===== config.mk =====
export PLATFORM = sky130hd
export DESIGN_NAME = external_bus_access_policy
export DESIGN_NICKNAME = d
export VERILOG_FILES = /design/src/rtl/bus_policy_pkg.sv /design/src/rtl/pin_sync.sv /design/src/rtl/refresh_tick.sv /design/src/rtl/external_bus_access_policy.sv
export SDC_FILE = /design/constraint.sdc
export NUM_CORES = 1
export LEC_CHECK = 0
export ABC_AREA = 1
export BUFFER_PORTS_ARGS = -buffer_cell sky130_fd_sc_hd__buf_2
export CAP_MARGIN = 20
export CELL_PAD_IN_SITES_DETAIL_PLACEMENT = 1
export CELL_PAD_IN_SITES_GLOBAL_PLACEMENT = 2
export CORE_MARGIN = 4
export CORE_UTILIZATION = 33
export DETAILED_ROUTE_END_ITERATION = 16
export PLACE_DENSITY_LB_ADDON = 0.1
export SLEW_MARGIN = 0
export SYNTH_ARGS = -nofsm -noshare
export SYNTH_HDL_FRONTEND = slang
export SYNTH_HIERARCHICAL = 1
export SYNTH_SLANG_ARGS = --single-unit

===== constraint.sdc =====
create_clock -name clk -period 2.05 [get_ports clk]
set_input_delay 0.1025 -clock clk [delete_from_list [all_inputs] [get_ports clk]]
set_output_delay 0.1025 -clock clk [all_outputs]
set_load 0.02 [all_outputs]

===== src/rtl/bus_policy_pkg.sv =====
// Overview of operation
// - Write-enable picks flash mode; else page-select picks page or ordinary.
// - After reset the mode is ordinary ROM with both select bits clear.
// - Flash writes only run in flash mode; reads run the same in every mode.
// - ROM writes in ordinary ROM mode never assert the shared strobe.
// - 8-bit mode single bytes are read from data bits 7..0; writes drive the byte on both 7..0 and 15..8.
// - 16-bit mode bytes use 7..0 for even, 15..8 for odd.
// - No dynamic sizing; a multi-byte access to an 8-bit device runs as one 16-bit access.
// - 16-bit target in 16-bit mode takes any byte or multi-byte size.
// - Expansion width mode comes from the address alone.
// - Low 2 MiB of 0x17/0x15 run 16-bit, of 0x16/0x14 run 8-bit.
// - Display data is bit-inverted both ways across the pins.
// - No ready across two refresh ticks means deadlock, an illegal access.
// - Accesses to the reserved ranges are illegal.
// - An illegal read answers with a bus error on the command bus.
// - An illegal write raises and holds the level-0 interrupt.
// - Writing one to the clear bit clears the interrupt; zero does nothing.
// - The error flag reads one while the interrupt is pending.
package bus_policy_pkg;
  typedef enum logic [1:0] {
    MODE_ROM   = 2'b00,
    MODE_PAGE  = 2'b01,
    MODE_FLASH = 2'b10
  } rom_mode_e;
  typedef enum logic [3:0] {
    SP_NONE  = 4'b0000,
    SP_ROM   = 4'b0001,
    SP_IO16  = 4'b0010,
    SP_IO8   = 4'b0011,
    SP_MEM16 = 4'b0100,
    SP_MEM8  = 4'b0101,
    SP_REG   = 4'b0110,
    SP_LCD   = 4'b0111,
    SP_DRAM  = 4'b1000,
    SP_RSVD  = 4'b1001
  } space_e;
  // Address bits 28..24 select a 16 MiB region
  localparam logic [4:0] RGN_ROM_A = 5'h1f;
  localparam logic [4:0] RGN_ROM_B = 5'h18;
  localparam logic [4:0] RGN_IO16 = 5'h17;
  localparam logic [4:0] RGN_IO8 = 5'h16;
  localparam logic [4:0] RGN_MEM16 = 5'h15;
  localparam logic [4:0] RGN_MEM8 = 5'h14;
  localparam logic [4:0] RGN_REG = 5'h0b;
  localparam logic [4:0] RGN_LCD = 5'h0a;
  localparam logic [4:0] RGN_DRAM = 5'h00;
  localparam logic [4:0] RSV_A_LO = 5'h19;
  localparam logic [4:0] RSV_A_HI = 5'h1e;
  localparam logic [4:0] RSV_B_LO = 5'h0c;
  localparam logic [4:0] RSV_B_HI = 5'h13;
  localparam logic [4:0] RSV_C_LO = 5'h04;
  localparam logic [4:0] RSV_C_HI = 5'h09;
  // Address bits 23..21 select the 2 MiB window inside a region
  localparam logic [2:0] WIN_LOW = 3'h0;
  localparam logic [4:0] SIZE_BYTE = 5'h01;
  localparam logic [2:0] FIXED_ACCESS_CYCLES = 3'h4;
  localparam logic [11:0] REFRESH_SHORT_CYCLES = 12'h0202;
  localparam logic [11:0] REFRESH_LONG_CYCLES = 12'h080b;
  localparam logic [1:0] DEADLOCK_TICKS = 2'h2;
endpackage


===== src/rtl/pin_sync.sv =====
`timescale 1ns/1ps
module pin_sync #(
  parameter int W = 1
) (
  input wire logic clk,
  input wire logic rst,
  input wire logic [W-1:0] pin_in,
  output logic [W-1:0] sync_out
);
  logic [W-1:0] s1_q, s2_q, s3_q, out_q;
  logic [W-1:0] out_d;

  // New value counts once the second and third stages agree
  always_comb
  begin
    out_d = (s2_q == s3_q) ? s3_q : out_q;
  end

  always_ff @(posedge clk or posedge rst)
  begin
    if (rst)
    begin
      s1_q <= '0;
      s2_q <= '0;
      s3_q <= '0;
      out_q <= '0;
    end
    else
    begin
      s1_q <= pin_in;
      s2_q <= s1_q;
      s3_q <= s2_q;
      out_q <= out_d;
    end
  end

  assign sync_out = out_q;
endmodule


===== src/rtl/refresh_tick.sv =====
`timescale 1ns/1ps
module refresh_tick (
  input wire logic clk,
  input wire logic rst,
  input wire logic interval_long,
  output logic tick
);
  import bus_policy_pkg::*;
  logic [11:0] cnt_q, cnt_d, last;
  logic tick_q, tick_d;

  // Free-running refresh opportunity divider
  always_comb
  begin
    last = interval_long ? REFRESH_LONG_CYCLES - 12'h0001
                         : REFRESH_SHORT_CYCLES - 12'h0001;
    tick_d = (cnt_q >= last);
    cnt_d = tick_d ? 12'h0000 : cnt_q + 12'h0001;
  end

  always_ff @(posedge clk or posedge rst)
  begin
    if (rst)
    begin
      cnt_q <= 12'h0000;
      tick_q <= 1'b0;
    end
    else
    begin
      cnt_q <= cnt_d;
      tick_q <= tick_d;
    end
  end

  assign tick = tick_q;
endmodule


===== src/rtl/external_bus_access_policy.sv =====
`timescale 1ns/1ps
module external_bus_access_policy (
  input wire logic clk,
  input wire logic rst,
  input wire logic flash_write_mode_select,
  input wire logic page_read_mode_select,
  input wire logic refresh_interval_long,
  input wire logic bus_error_clear,
  input wire logic req_valid,
  input wire logic [31:0] req_addr,
  input wire logic req_write,
  input wire logic [4:0] req_size,
  input wire logic [15:0] req_wdata,
  output logic req_ready,
  output logic resp_valid,
  output logic [15:0] resp_rdata,
  output logic core_command_bus_error,
  output logic level0_interrupt,
  output logic bus_error_flag,
  output bus_policy_pkg::rom_mode_e rom_mode,
  input wire logic ext_ready,
  input wire logic [15:0] ext_data_in,
  output logic [15:0] ext_data_out,
  output logic ext_data_oe,
  output logic ext_addr0,
  output logic high_byte_en_n,
  output logic rom_cs_n,
  output logic display_chip_select_n,
  output logic io_cs_n,
  output logic mem_cs_n,
  output logic ram_cs_n,
  output logic rd_n,
  output logic wr_n
);
  import bus_policy_pkg::*;

  typedef enum logic [1:0] {
    ST_IDLE = 2'b00,
    ST_WAIT = 2'b01,
    ST_DONE = 2'b10
  } state_e;

  logic ready_s, tick;
  logic [15:0] data_s;

  pin_sync #(.W(1)) u_rdy_sync (
    .clk(clk),
    .rst(rst),
    .pin_in(ext_ready),
    .sync_out(ready_s)
  );

  pin_sync #(.W(16)) u_data_sync (
    .clk(clk),
    .rst(rst),
    .pin_in(ext_data_in),
    .sync_out(data_s)
  );

  refresh_tick u_refresh (
    .clk(clk),
    .rst(rst),
    .interval_long(refresh_interval_long),
    .tick(tick)
  );

  // Address decode of the incoming request
  space_e sp;
  logic [4:0] rgn;
  logic low_win, single, accept, rsvd_hit;
  logic [7:0] wbyte;
  always_comb
  begin
    rgn = req_addr[28:24];
    low_win = (req_addr[23:21] == WIN_LOW);
    single = (req_size == SIZE_BYTE);
    wbyte = req_addr[0] ? req_wdata[15:8] : req_wdata[7:0];
    sp = SP_NONE;
    if ((rgn >= RSV_A_LO && rgn <= RSV_A_HI)
        || (rgn >= RSV_B_LO && rgn <= RSV_B_HI)
        || (rgn >= RSV_C_LO && rgn <= RSV_C_HI))
      sp = SP_RSVD;
    else if (rgn == RGN_ROM_A || rgn == RGN_ROM_B)
      sp = SP_ROM;
    else if (rgn == RGN_IO16 && low_win)
      sp = SP_IO16;
    else if (rgn == RGN_IO8 && low_win)
      sp = SP_IO8;
    else if (rgn == RGN_MEM16 && low_win)
      sp = SP_MEM16;
    else if (rgn == RGN_MEM8 && low_win)
      sp = SP_MEM8;
    else if (rgn == RGN_REG)
      sp = SP_REG;
    else if (rgn == RGN_LCD && low_win)
      sp = SP_LCD;
    else if (rgn == RGN_DRAM && !req_addr[23])
      sp = SP_DRAM;
    rsvd_hit = (sp == SP_RSVD);
  end

  state_e state_q, state_d;
  rom_mode_e mode_q, mode_d;
  space_e space_q, space_d;
  logic write_q, write_d, single_q, single_d;
  logic [2:0] cnt_q, cnt_d;
  logic [1:0] ticks_q, ticks_d;
  logic ready_q, ready_d, rvalid_q, rvalid_d;
  logic [15:0] rdata_q, rdata_d, dout_q, dout_d;
  logic cmderr_q, cmderr_d, irq_q, irq_d, set_ev;
  logic oe_q, oe_d, a0_q, a0_d, shb_n_q, shb_n_d;
  logic romcs_n_q, romcs_n_d, disp_n_q, disp_n_d;
  logic iocs_n_q, iocs_n_d, memcs_n_q, memcs_n_d;
  logic ramcs_n_q, ramcs_n_d, rd_n_q, rd_n_d, wr_n_q, wr_n_d;
  logic narrow, ready_sp, finish, dead;

  assign accept = req_valid && ready_q && (state_q == ST_IDLE);

  // Next state of the access sequencer, pins and error flag
  always_comb
  begin
    state_d = state_q;
    space_d = space_q;
    write_d = write_q;
    single_d = single_q;
    cnt_d = cnt_q;
    ticks_d = ticks_q;
    rvalid_d = 1'b0;
    rdata_d = rdata_q;
    cmderr_d = cmderr_q;
    dout_d = dout_q;
    oe_d = oe_q;
    a0_d = a0_q;
    shb_n_d = shb_n_q;
    romcs_n_d = romcs_n_q;
    disp_n_d = disp_n_q;
    iocs_n_d = iocs_n_q;
    memcs_n_d = memcs_n_q;
    ramcs_n_d = ramcs_n_q;
    rd_n_d = rd_n_q;
    wr_n_d = wr_n_q;
    set_ev = 1'b0;
    finish = 1'b0;
    dead = 1'b0;
    if (flash_write_mode_select)
      mode_d = MODE_FLASH;
    else if (page_read_mode_select)
      mode_d = MODE_PAGE;
    else
      mode_d = MODE_ROM;
    narrow = (space_q == SP_IO8) || (space_q == SP_MEM8);
    ready_sp = narrow || (space_q == SP_IO16) || (space_q == SP_MEM16)
               || (space_q == SP_LCD);
    case (state_q)
      ST_IDLE:
      begin
        if (accept)
        begin
          space_d = sp;
          write_d = req_write;
          single_d = single;
          a0_d = req_addr[0];
          cnt_d = FIXED_ACCESS_CYCLES;
          ticks_d = 2'h0;
          cmderr_d = 1'b0;
          if (rsvd_hit)
          begin
            // No pin but ext_addr0 moves; answer at once
            state_d = ST_DONE;
            rvalid_d = 1'b1;
            cmderr_d = !req_write;
            set_ev = req_write;
            rdata_d = 16'h0000;
          end
          else
          begin
            state_d = ST_WAIT;
            rd_n_d = req_write;
            wr_n_d = !req_write;
            oe_d = req_write;
            romcs_n_d = !(sp == SP_ROM);
            iocs_n_d = !(sp == SP_IO16 || sp == SP_IO8);
            memcs_n_d = !(sp == SP_MEM16 || sp == SP_MEM8);
            ramcs_n_d = !(sp == SP_DRAM);
            // Shared pin: display select, or flash write strobe
            disp_n_d = !((sp == SP_LCD) || ((sp == SP_ROM) && req_write
                         && (mode_q == MODE_FLASH)));
            if (sp == SP_LCD)
              dout_d = ~req_wdata;
            else if ((sp == SP_IO8 || sp == SP_MEM8) && single)
              dout_d = {wbyte, wbyte};
            else
              dout_d = req_wdata;
            if (sp == SP_IO8 || sp == SP_MEM8)
              shb_n_d = single;
            else
              shb_n_d = single && !req_addr[0];
          end
        end
      end
      ST_WAIT:
      begin
        if (ready_sp)
        begin
          if (ready_s)
            finish = 1'b1;
          else if (tick && ticks_q == DEADLOCK_TICKS - 2'h1)
            dead = 1'b1;
          else if (tick)
            ticks_d = ticks_q + 2'h1;
        end
        else if (cnt_q == 3'h1)
          finish = 1'b1;
        else
          cnt_d = cnt_q - 3'h1;
        if (finish || dead)
        begin
          state_d = ST_DONE;
          rvalid_d = 1'b1;
          cmderr_d = dead && !write_q;
          set_ev = dead && write_q;
          if (space_q == SP_LCD)
            rdata_d = ~data_s;
          else if (narrow && single_q)
            rdata_d = {data_s[7:0], data_s[7:0]};
          else
            rdata_d = data_s;
          oe_d = 1'b0;
          romcs_n_d = 1'b1;
          disp_n_d = 1'b1;
          iocs_n_d = 1'b1;
          memcs_n_d = 1'b1;
          ramcs_n_d = 1'b1;
          rd_n_d = 1'b1;
          wr_n_d = 1'b1;
          shb_n_d = 1'b1;
        end
      end
      ST_DONE:
      begin
        state_d = ST_IDLE;
      end
      default:
      begin
        state_d = ST_IDLE;
      end
    endcase
    ready_d = (state_d == ST_IDLE);
    irq_d = set_ev || (irq_q && !bus_error_clear);
  end

  // Register stage; reset gives ordinary ROM mode and idle pins
  always_ff @(posedge clk or posedge rst)
  begin
    if (rst)
    begin
      state_q <= ST_IDLE;
      mode_q <= MODE_ROM;
      space_q <= SP_NONE;
      write_q <= 1'b0;
      single_q <= 1'b0;
      cnt_q <= 3'h0;
      ticks_q <= 2'h0;
      ready_q <= 1'b0;
      rvalid_q <= 1'b0;
      rdata_q <= 16'h0000;
      cmderr_q <= 1'b0;
      irq_q <= 1'b0;
      dout_q <= 16'h0000;
      oe_q <= 1'b0;
      a0_q <= 1'b0;
      shb_n_q <= 1'b1;
      romcs_n_q <= 1'b1;
      disp_n_q <= 1'b1;
      iocs_n_q <= 1'b1;
      memcs_n_q <= 1'b1;
      ramcs_n_q <= 1'b1;
      rd_n_q <= 1'b1;
      wr_n_q <= 1'b1;
    end
    else
    begin
      state_q <= state_d;
      mode_q <= mode_d;
      space_q <= space_d;
      write_q <= write_d;
      single_q <= single_d;
      cnt_q <= cnt_d;
      ticks_q <= ticks_d;
      ready_q <= ready_d;
      rvalid_q <= rvalid_d;
      rdata_q <= rdata_d;
      cmderr_q <= cmderr_d;
      irq_q <= irq_d;
      dout_q <= dout_d;
      oe_q <= oe_d;
      a0_q <= a0_d;
      shb_n_q <= shb_n_d;
      romcs_n_q <= romcs_n_d;
      disp_n_q <= disp_n_d;
      iocs_n_q <= iocs_n_d;
      memcs_n_q <= memcs_n_d;
      ramcs_n_q <= ramcs_n_d;
      rd_n_q <= rd_n_d;
      wr_n_q <= wr_n_d;
    end
  end

  // Outputs straight from flops
  assign req_ready = ready_q;
  assign resp_valid = rvalid_q;
  assign resp_rdata = rdata_q;
  assign core_command_bus_error = cmderr_q;
  assign level0_interrupt = irq_q;
  assign bus_error_flag = irq_q;
  assign rom_mode = mode_q;
  assign ext_data_out = dout_q;
  assign ext_data_oe = oe_q;
  assign ext_addr0 = a0_q;
  assign high_byte_en_n = shb_n_q;
  assign rom_cs_n = romcs_n_q;
  assign display_chip_select_n = disp_n_q;
  assign io_cs_n = iocs_n_q;
  assign mem_cs_n = memcs_n_q;
  assign ram_cs_n = ramcs_n_q;
  assign rd_n = rd_n_q;
  assign wr_n = wr_n_q;
endmodule


# Word-level counts from Yosys, hierarchy flattened
# Cells that the tools add are included.
[totals] regBits=142 in_bits=78 out_inout_bits=49 word_cells=223
[classes] addsub=3 n_lt_le_gt_ge=7 eq_ne=38 mux=84 bitwise=3 n_reduce_logical=55
[ops] cell="two-way mux 16 bit" n=7
[ops] cell="two-way mux 1 bit" n=37
[ops] cell="two-way mux 4 bit" n=9
[ops] cell="inverter 16 bit" n=2
[ops] cell="case mux 16 bit (2 select lines)" n=1
[ops] cell="equality test 5 bit (second input constant)" n=6
[ops] cell="equality test 4 x 3 -> 1 bit (second input constant)" n=6
[ops] cell="two-way mux 12 bit" n=2
[ops] cell="case mux 1 bit (2 select lines)" n=12
[ops] cell="logical AND 1 bit" n=20
[ops] cell="two-way mux 2 bit" n=9
[ops] cell="!= test 2 bit (second input constant)" n=9
[ops] cell="equality test 16 bit" n=1
[ops] cell="equality test 4 x 2 -> 1 bit (second input constant)" n=4
[ops] cell="logical OR 1 bit" n=13
[ops] cell="adder 12 x 1 -> 12 bit (second input constant)" n=1
[ops] cell=">= comparator 12 bit" n=1
[ops] cell="AND reduction 4 bit" n=3
[ops] cell="equality test 5 x 4 -> 1 bit (second input constant)" n=2
[ops] cell="<= comparator 5 bit (second input constant)" n=2
[ops] cell="logical NOT 1 bit" n=10
[ops] cell="two-way mux 3 bit" n=3
[ops] cell="equality test 4 bit (second input constant)" n=2
[ops] cell="two-way mux 8 bit" n=1
[ops] cell="other kinds (23)" n=27

# Depth between registers and ports, before layout
# Gate-level depths: netlist (run 1).
[depth] word_depth=19 mapped_depth=11 ltp_nobuf=11

# Hierarchy
# Netlist (run 1), hierarchy kept.
[by_module_without_submodules] module="external_bus_access_policy" n_inst=1 cells_per_inst=491 area_each_um2=3529.6 seq_area_each_um2=1536.5
[by_module_without_submodules] module="pin_sync at u_data_sync" n_inst=1 cells_per_inst=205 area_each_um2=2209.6 seq_area_each_um2=1601.5
[by_module_without_submodules] module="refresh_tick" n_inst=1 cells_per_inst=97 area_each_um2=840.8 seq_area_each_um2=325.3
[by_module_without_submodules] module="pin_sync at u_rdy_sync" n_inst=1 cells_per_inst=9 area_each_um2=120.1 seq_area_each_um2=100.1

# Worst setup path before layout (run 1)
# OpenSTA, ideal clock, no wires.
[synth_path] path_kind="reg2reg" from="reg space_q[2]" to="reg rdata_q[12], in the netlist resp_rdata[12]" setup_time_ns=0.117 arrival_time_ns=1.372 t_required_ns=1.933 setup_slack_ns=0.560 path_stages_with_launch=12 path_buffers=1 synth_period_minus_slack_ns=1.490 cell_sequence="dfrtp_1 -> nand2_1 -> inv_1 -> nand2_1 -> nand2_1 -> nand2_1 -> nand3_2 -> o21ai_4 -> inv_2 -> buf_6 -> nand2_1 -> nand2_1"
[synth_between] elab_chain_len=10 word_cells_on_any_way=21 cone_classes="eq/ne: 6; mux: 8; reduce/logical: 7"
[synth_rtl] element="start, declared" line_no="external_bus_access_policy.sv:104" rtl="space_e space_q, space_d;"
[synth_rtl] element="start signal, assigned" line_no="external_bus_access_policy.sv:285" rtl="space_q <= space_d;"
[synth_rtl] element="equality test 4 x 2 -> 1 bit or equality test 4 x 3 -> 1 bit (tied branches)" line_no="external_bus_access_policy.sv:151" rtl="narrow = (space_q == SP_IO8) || (space_q == SP_MEM8);"
[synth_rtl] element="logical OR 1 bit" line_no="external_bus_access_policy.sv:151"
[synth_rtl] element="logical OR 1 bit (2 in series)" line_no="external_bus_access_policy.sv:152" rtl="ready_sp = narrow || (space_q == SP_IO16) || (space_q == SP_MEM16)"
[synth_rtl] element="logical OR 1 bit" line_no="external_bus_access_policy.sv:153" rtl="|| (space_q == SP_LCD);"
[synth_rtl] element="two-way mux 1 bit" line_no="external_bus_access_policy.sv:203" rtl="if (ready_sp)"
[synth_rtl] element="two-way mux 1 bit" line_no="external_bus_access_policy.sv:154" rtl="case (state_q)"
[synth_rtl] element="logical OR 1 bit" line_no="external_bus_access_policy.sv:216" rtl="if (finish || dead)"
[synth_rtl] element="!= test 2 bit (no line)"
[synth_rtl] element="AND reduction 4 bit (no line)"
[synth_rtl] element="end signal, assigned" line_no="external_bus_access_policy.sv:292" rtl="rdata_q <= rdata_d;"
[synth_rtl] element="end, declared" line_no="external_bus_access_policy.sv:109" rtl="logic [15:0] rdata_q, rdata_d, dout_q, dout_d;"
# Parallel ways exist; a longest one is shown, timed or not. The select of a mux whose other input is x is not followed.
# A chain may end at the register's enable or synchronous reset.

# Worst setup path in the final report (run 1)
[layout_path] from="reg state_q[0]" to="reg rdata_q[15], in the netlist resp_rdata[15]"
[layout_between] elab_chain_len=4 word_cells_on_any_way=9 cone_classes="eq/ne: 4; mux: 1; reduce/logical: 4"
[layout_rtl] element="start, declared" line_no="external_bus_access_policy.sv:102" rtl="state_e state_q, state_d;"
[layout_rtl] element="start signal, assigned" line_no="external_bus_access_policy.sv:283" rtl="state_q <= state_d;"
[layout_rtl] element="logical NOT 2 bit" line_no="external_bus_access_policy.sv:117, external_bus_access_policy.sv:154"
[layout_rtl] element="logical AND 1 bit" line_no="external_bus_access_policy.sv:117" rtl="assign accept = req_valid && ready_q && (state_q == ST_IDLE);"
[layout_rtl] element="!= test 2 bit (no line)"
[layout_rtl] element="AND reduction 4 bit (no line)"
# Parallel ways exist; a longest one is shown, timed or not.

==> reports/metrics.csv, run 1 <==
metric,value,unit
status,finished clean,
ant_nets,0,
slew_headroom,63.8,%
synthAdderAreaFrac,1.68,%
path_class,register to register,
syn_nets,889,
cp.arrival,2.13,ns
ioPinCount,127,
grt_overflow,0,
hpwl,13.1,mm
nNetsFinal,1035,
crit_path_end_kind,register,
critPathRequiredTime,2.36,ns
cts_tree,done,
hp-class,input pin to register,
ys_seq_elements,142,
h-tree-depth,4,
netlist_area,6700,um^2
hold_viol_final,0,
drt_pass1_iterations,5,
wl_per_cell,14.7,um
placed_cell_area,7520,um^2
initial_core_util,34.0,%
synth-xor-area-share,1.83,%
fillers,2382,
port_buffers,103,
synth_compound_area_share,5.62,%
die_y,150,um
drc_errors,0,
final_area,8420,um^2
setup_tns,0,ns
rows,51,
synth_area_per_cell,8.35,um^2
n_antenna_cell,0,
ys_warn_count,6,
syn_to_final_growth,25.7,%
multi_input_area,2660,um^2
antenna_found_initial,0,
cp_max_fo,18,
rsz0062_at_grt,no,
drtIter0Drc,204,
p_per_area,1070,nW/um^2
worstMarginPinSlew,0.542,ns
crit_top_cell,nand2_1,
max_stage_delay,0.47,ns
setup_viol_count_final,0,
fin_crit,1.82,ns
grt_pass1_wl,30.4,mm
critical_path.cell_chain,nor2_1 -> nand3_1 -> o21ai_4 -> inv_2 -> nand2_1 -> nand2_1,
vias_per_cell,4.64,
drive_above_1_share,21.6,%
finalClockSkew,0.00845,ns
numCtsBuffers,17,
drv_slew,0,
wirelength,18.0,mm
synth_top_family_by_area,simple AND/OR/NAND/NOR gates,
num_vias,5683,
coreArea,19700,um^2
timing.final.crit_share,88.8,%
grt_max_degree,62,
cts_root_buf,clkbuf_16,
ir_drop,639,uV
cp-start-kind,register,
fmax,0.550,GHz
power_leakage,4.55,nW
yosysSeqAreaShare,53.2,%
clock-sinks,142,
gp_congestion,0.787,
die_area,22600,um^2
die_width,150,um
clock_latency,0.43,ns
path_clk_slew,0.07,ns
clockBufferDepth,2,
synth-simple-area-share,30.6,%
grt_pass1_vias,5993,
seq_area,3560,um^2
synth_cell_types,37,
cap_violations,0,
holdWs,0.0276,ns
syn_inst,802,
grt.total_usage,16.8,%
crit_slowest_cell,o21ai_4,
synthMuxAreaShare,0,%
-- registers in the layout, indices dropped and copies added (netlist names), 3 cells and up --
| signal | cells |
|---|---|
| ext_data_out | 16 |
| resp_rdata | 16 |
| u_data_sync/s1_q | 16 |
| u_data_sync/s2_q | 16 |
| u_data_sync/s3_q | 16 |
| u_data_sync/sync_out | 16 |
| u_refresh/cnt_q | 12 |
| space_q | 4 |
| cnt_q | 3 |
-- worst max-delay path, delay by kind of cell (launching register included) --
family | cells | cell delay [ns]
buffers and inverters | 1 | 0.25
flip-flops | 1 | 0.40
AND/OR/NAND/NOR | 4 | 0.61
AO/OA/AOI/OAI | 1 | 0.47
-- through the flow --
step | std cells | setup WS (ns) | util (%) | total power [mW]
2_1_floorplan | 802 | 0.349 | - | 5.22
3_3_place_gp | 1164 | 0.278 | 38.1 | 5.85
3_5_place_dp | 1164 | 0.221 | 38.1 | 5.97
4_1_cts | 1226 | 0.173 | 42.7 | 9.17
5_1_grt | 1226 | 0.0214 | 42.7 | 9.58
6_report | 1226 | 0.230 | 42.7 | 8.99
-- power breakdown --
part	total [mW]	switching, mW	internal [mW]
combinational	2.33	1.55	0.778
sequential	3.59	0.309	3.28
clock	3.07	1.43	1.64
total	8.99	3.29	5.70
-- synthesized netlist by cell type (all sizes together) --
master | count | share of area, %
a21oi | 35 | 3.2
buf | 18 | 2.1
dfstp | 8 | 3.1
nand3b | 1 | 0.11
a21boi | 2 | 0.22
inv | 84 | 4.7
xnor2 | 2 | 0.26
a31oi | 2 | 0.19
o31ai | 1 | 0.11
clkinv | 1 | 0.056
nand3 | 89 | 7.0
nand2 | 298 | 17
clkbuf | 4 | 0.22
o221ai | 1 | 0.13
nor4 | 1 | 0.19
o21ai | 21 | 1.7
nor2 | 70 | 4.8
ha | 9 | 1.7
nor3 | 3 | 0.47
xor2 | 12 | 1.6
nand4 | 6 | 0.56
dfrtp | 134 | 50
-- cell usage in the layout (no fill, tap or decap), types with 2 or more instances in the layout --
cell type	n
a21oi_1	24
a21oi_2	11
a31oi_1	2
buf_2	103
buf_4	15
clkbuf_16	17
clkinv_8	5
clkinvlp_4	2
dfrtp_1	134
dfstp_2	8
dlygate4sd3_1	30
ha_1	9
inv_1	76
inv_2	8
inv_6	2
inv_8	5
nand2_1	288
nand2_2	6
nand2_4	4
nand3_1	84
nand3_2	5
nand4_1	6
nor2_1	59
nor2_2	6
nor2_4	4
o21ai_0	12
o21ai_1	8
xnor2_1	2
xor2_1	12
-- cells by family after synthesis --
| group | after synthesis |
|---|---|
| simple gates | 468 |
| flops | 142 |
| buf+inv | 107 |
| compound gates | 62 |
| xor+xnor | 14 |
| fa+ha+maj | 9 |
-- timing repair --
item                       4_1_cts  5_1_grt
hold buffers                    30        0
setup endpoints to repair        0       13
hold endpoints to repair       123        0
resized for setup                0        0
setup buffers                    0        0
-- path summary, 6_finish.rpt --
path                                            endpoint  slack [ns]                     startpoint  depth (start not counted)
max in group asynchronous  u_data_sync/s3_q[5]$_DFF_PP0_        1.09                            rst                          4
hold reg to reg            u_data_sync/s2_q[7]$_DFF_PP0_        0.35  u_data_sync/s1_q[7]$_DFF_PP0_                          0
setup / recovery              resp_rdata[15]$_DFFE_PP0P_        0.23           state_q[0]$_DFF_PP0_                          6
hold / removal               ext_data_out[8]$_DFFE_PP0P_        0.03                   req_wdata[8]                          4
setup reg to reg              resp_rdata[15]$_DFFE_PP0P_        0.23           state_q[0]$_DFF_PP0_                          6
min in group asynchronous      u_rdy_sync/s1_q$_DFF_PP0_        0.16                            rst                          3
-- area by class of cell --
type / instances / area share, %
clock buffer: 17 / 5.05
clock inverter: 15 / 2.08
inverter: 85 / 3.79
multi-input combinational: 553 / 31.6
sequential: 142 / 42.3
tap: 265 / 3.94
timing repair buffer: 149 / 11.3
-- per-layer routing --
metal	GRT usage (%)	up-vias	part of all wire (%)
li1	-	2817	-
met1	22.1	2758	46
met2	28.5	94	49
met3	2.86	14	3.7
met4	5.12	0	1.3
met5	0	-	0
Note: power is estimated with default switching activity, not from simulation.
==> inputs of run 2 (changes only) <==
--- a/config.mk
+++ b/config.mk
@@ -5,13 +5,12 @@
 export SDC_FILE = /design/constraint.sdc
 export NUM_CORES = 1
 export LEC_CHECK = 0
-export ABC_AREA = 1
 export BUFFER_PORTS_ARGS = -buffer_cell sky130_fd_sc_hd__buf_2
 export CAP_MARGIN = 20
 export CELL_PAD_IN_SITES_DETAIL_PLACEMENT = 1
 export CELL_PAD_IN_SITES_GLOBAL_PLACEMENT = 2
 export CORE_MARGIN = 4
-export CORE_UTILIZATION = 33
+export CORE_UTILIZATION = 35
 export DETAILED_ROUTE_END_ITERATION = 16
 export PLACE_DENSITY_LB_ADDON = 0.1
 export SLEW_MARGIN = 0
==> reports/metrics.csv, run 2 <==
metric,value,unit,change
numCtsBuffers,17,,unchanged
drv_slew,0,,unchanged
ant_nets,0,,unchanged
clockBufferDepth,2,,unchanged
cp-startpoint,ticks_q[1]$_DFFE_PP0P_,,
initial_core_util,36.2,%,+2.2 points
holdWs,0.0227,ns,-0.00491 ns
final_cells,946,,-23%
slew_headroom,55.3,%,-8.6 points
drtIter0Drc,199,,-2.5%
status,finished clean,,
cts_root_buf,clkbuf_16,,
yosysSeqAreaShare,56.2,%,+3.0 points
clock_latency,0.42,ns,about the same
synthAdderAreaFrac,1.95,%,+0.27 points
antenna_found_initial,0,,unchanged
cts_tree,done,,
num_vias,4703,,-17%
synth-xor-area-share,5.11,%,+3.3 points
timing.final.crit_share,94.3,%,+5.5 points
dp_slack,-0.139,ns,-0.360 ns
synth_top_family_by_area,simple AND/OR/NAND/NOR gates,,
syn_inst,551,,-31%
ioPinCount,127,,unchanged
rsz0062_at_grt,no,,
dominantRegCellSynth,dfrtp_1,,
rr_worst_depth,10,,+4
grt_max_degree,65,,+4.8%
yosys-top-cells-count,"dfrtp_1 (134), nand2_1 (50), nor2_1 (34)",,
synth_area_per_cell,11.5,um^2,+38%
fmax,0.517,GHz,-5.9%
layout_setup_ws,0.117,ns,-0.114 ns
dp.cells,884,,-24%
r2r_slack,0.12,ns,-0.11 ns
utilization,46.8,%,+4.1 points
seq_power_share,41.2,%,+1.2 points
synth_edf_count,0,,unchanged
fillers,1911,,-20%
drive_above_1_share,33.7,%,+12 points
combinationalPowerShare,24.0,%,-1.9 points
async_flop_share,100,%,unchanged
path_class,register to register,,
grt_pass1_vias,4912,,-18%
drc_errors,0,,unchanged
crit_path_end_kind,register,,
ys_warn_count,6,,unchanged
clock-sinks,142,,unchanged
synth-simple-area-share,15.8,%,-15 points
die_area,20300,um^2,-10%
port_buffers,103,,unchanged
cap_violations,0,,unchanged
synthMuxAreaShare,8.72,%,+8.7 points
p_per_area,1050,nW/um^2,-1.7%
hold_end,ext_data_out[15]$_DFFE_PP0P_,,
layout_commonest_cell,dfrtp_1,,
finalPower,8.61,mW,-4.2%
pwr-share-clk,34.8,%,+0.7 points
rows,48,,-5.9%
h-tree-depth,4,,unchanged
vias_per_cell,4.97,,+7.2%
coreArea,17500,um^2,-11%
reg2reg_to,rom_cs_n$_DFFE_PP1P_,,
p_sw_share,33.1,%,-3.4 points
synth_top_area_share,52.8,%,+2.8 points
finalClockSkew,0.00921,ns,+0.000765 ns
die_y,143,um,-5.2%
netlist_area,6340,um^2,-5.3%
cp_max_fo,6,,-12
grt_overflow,0,,unchanged
path_clk_slew,0.06,ns,about the same
syn_to_final_growth,29.3,%,
wl_per_cell,16.6,um,+13%
setup_viol_count_final,0,,unchanged
die_width,143,um,-5.2%
hold_viol_final,0,,unchanged
fin_crit,1.93,ns,+0.114 ns
hold_depth,3,,-1
cp-start-kind,register,,
yosysMostFrequentCell,dfrtp_1,,
synth.largest_area_cell,dfrtp_1,,
n_antenna_cell,0,,unchanged
power_leakage,3.83,nW,-16%
gp_congestion,0.773,,-1.7%
hpwl,11.4,mm,-13%
ys_top_cells_by_area,"dfrtp_1 (53%), mux2_2 (4.6%), dfstp_2 (3.3%), nand2_1 (3.0%), xor2_1 (2.8%)",,
p_sw,2.85,mW,-13%
mostFrequentLayoutCells,"dfrtp_1 (134), buf_2 (103), nand2_1 (50), nor2_1 (34), buf_4 (31)",,
power.internal,5.76,mW,+0.96%
syn_nets,638,,-28%
nNetsFinal,795,,-23%
worstReg2RegStart,ticks_q[1]$_DFFE_PP0P_,,
grt_pass1_wl,25.8,mm,-15%
critPathRequiredTime,2.39,ns,+0.03 ns
ir_drop,580,uV,-9.2%
cp.arrival,2.27,ns,+0.14 ns
ys_seq_elements,142,,unchanged
synth_compound_area_share,8.66,%,+3.0 points
hp-class,input pin to register,,
synth_cell_types,58,,+57%
grt.total_usage,15.9,%,-0.95 points
drt_pass1_iterations,4,,-1
min_from,req_wdata[15],,
wirelength,15.7,mm,-13%
worstMarginPinSlew,0.671,ns,+0.129 ns
[run 2: repair_timing]
item,4_1_cts,5_1_grt
endpoints found under the setup margin,1,25
resized for setup,1,8
pin swaps,0,1
hold buffers,28,0
setup buffers,0,2
endpoints found under the hold margin,127,0
[run 2: routing by layer]
layer	track usage, %	routed length [um]	up-vias
li1	-	-	2260
met1	20.9	7220	2340
met2	26.8	7690	88
met3	2.98	624	15
met4	4.65	182	0
met5	0	0	-
[run 2: worst max path at each step]
stage | end | slack [ns] | depth (start not counted)
3_5_place_dp | ext_data_out[5]$_DFFE_PP0P_ | -0.14 | 6
3_3_place_gp | ext_data_out[6]$_DFFE_PP0P_ | -0.08 | 6
5_1_grt | rom_cs_n$_DFFE_PP1P_ | 0.01 | 10
4_1_cts | rom_cs_n$_DFFE_PP1P_ | 0.01 | 9
2_1_floorplan | resp_rdata[0]$_DFFE_PP0P_ | -0.02 | 6
6_report | rom_cs_n$_DFFE_PP1P_ | 0.12 | 10
[run 2: cell type report]
| type | count | area (um^2) | share of cell area (%) |
|---|---|---|---|
| Multi-Input combinational cell | 361 | 2590 | 31.6 |
| Clock inverter | 14 | 138 | 1.68 |
| Inverter | 19 | 71.3 | 0.869 |
| Sequential cell | 142 | 3560 | 43.4 |
| Timing Repair Buffer | 167 | 1120 | 13.6 |
| Tap cell | 225 | 282 | 3.43 |
| Clock buffer | 18 | 439 | 5.35 |
[run 2: kinds of logic (layout without fill, tap and decap cells)]
group	Yosys count	after routing
muxes	47	47
DFF	142	142
and+or+nand+nor	183	183
AOI/OAI and AO/OA	84	84
adders and majority gates	10	10
xor gates and xnor gates	37	37
buffers and inverters	48	218
[run 2: metrics by stage]
step                      area, um^2  setup TNS [ns]
after global routing            8200               0
after detailed placement        7290          -0.992
after global placement          7290          -0.316
final                           8200               0
after floorplan                 6350          -0.172
after CTS                       8150               0
[run 2: power groups by stage]
stage          clock network [mW]  registers, mW  logic (mW)
6_report                     2.99           3.55        2.07
5_1_grt                      3.21           3.60        2.29
4_1_cts                      3.08           3.55        2.05
3_5_place_dp                    0           3.59        2.00
3_3_place_gp                    0           3.58        1.94
2_1_floorplan                   0           3.82        1.01
[run 2: worst max-delay path: stages (launching register included)]
cell and delay, ns:
dfrtp_1 0.38, inv_1 0.06, ha_2 0.17, nand2_1 0.08, nor4b_2 0.18, o31ai_2 0.27
buf_4 0.16, o31a_1 0.12, buf_4 0.14, buf_6 0.13, a2bb2oi_1 0.16
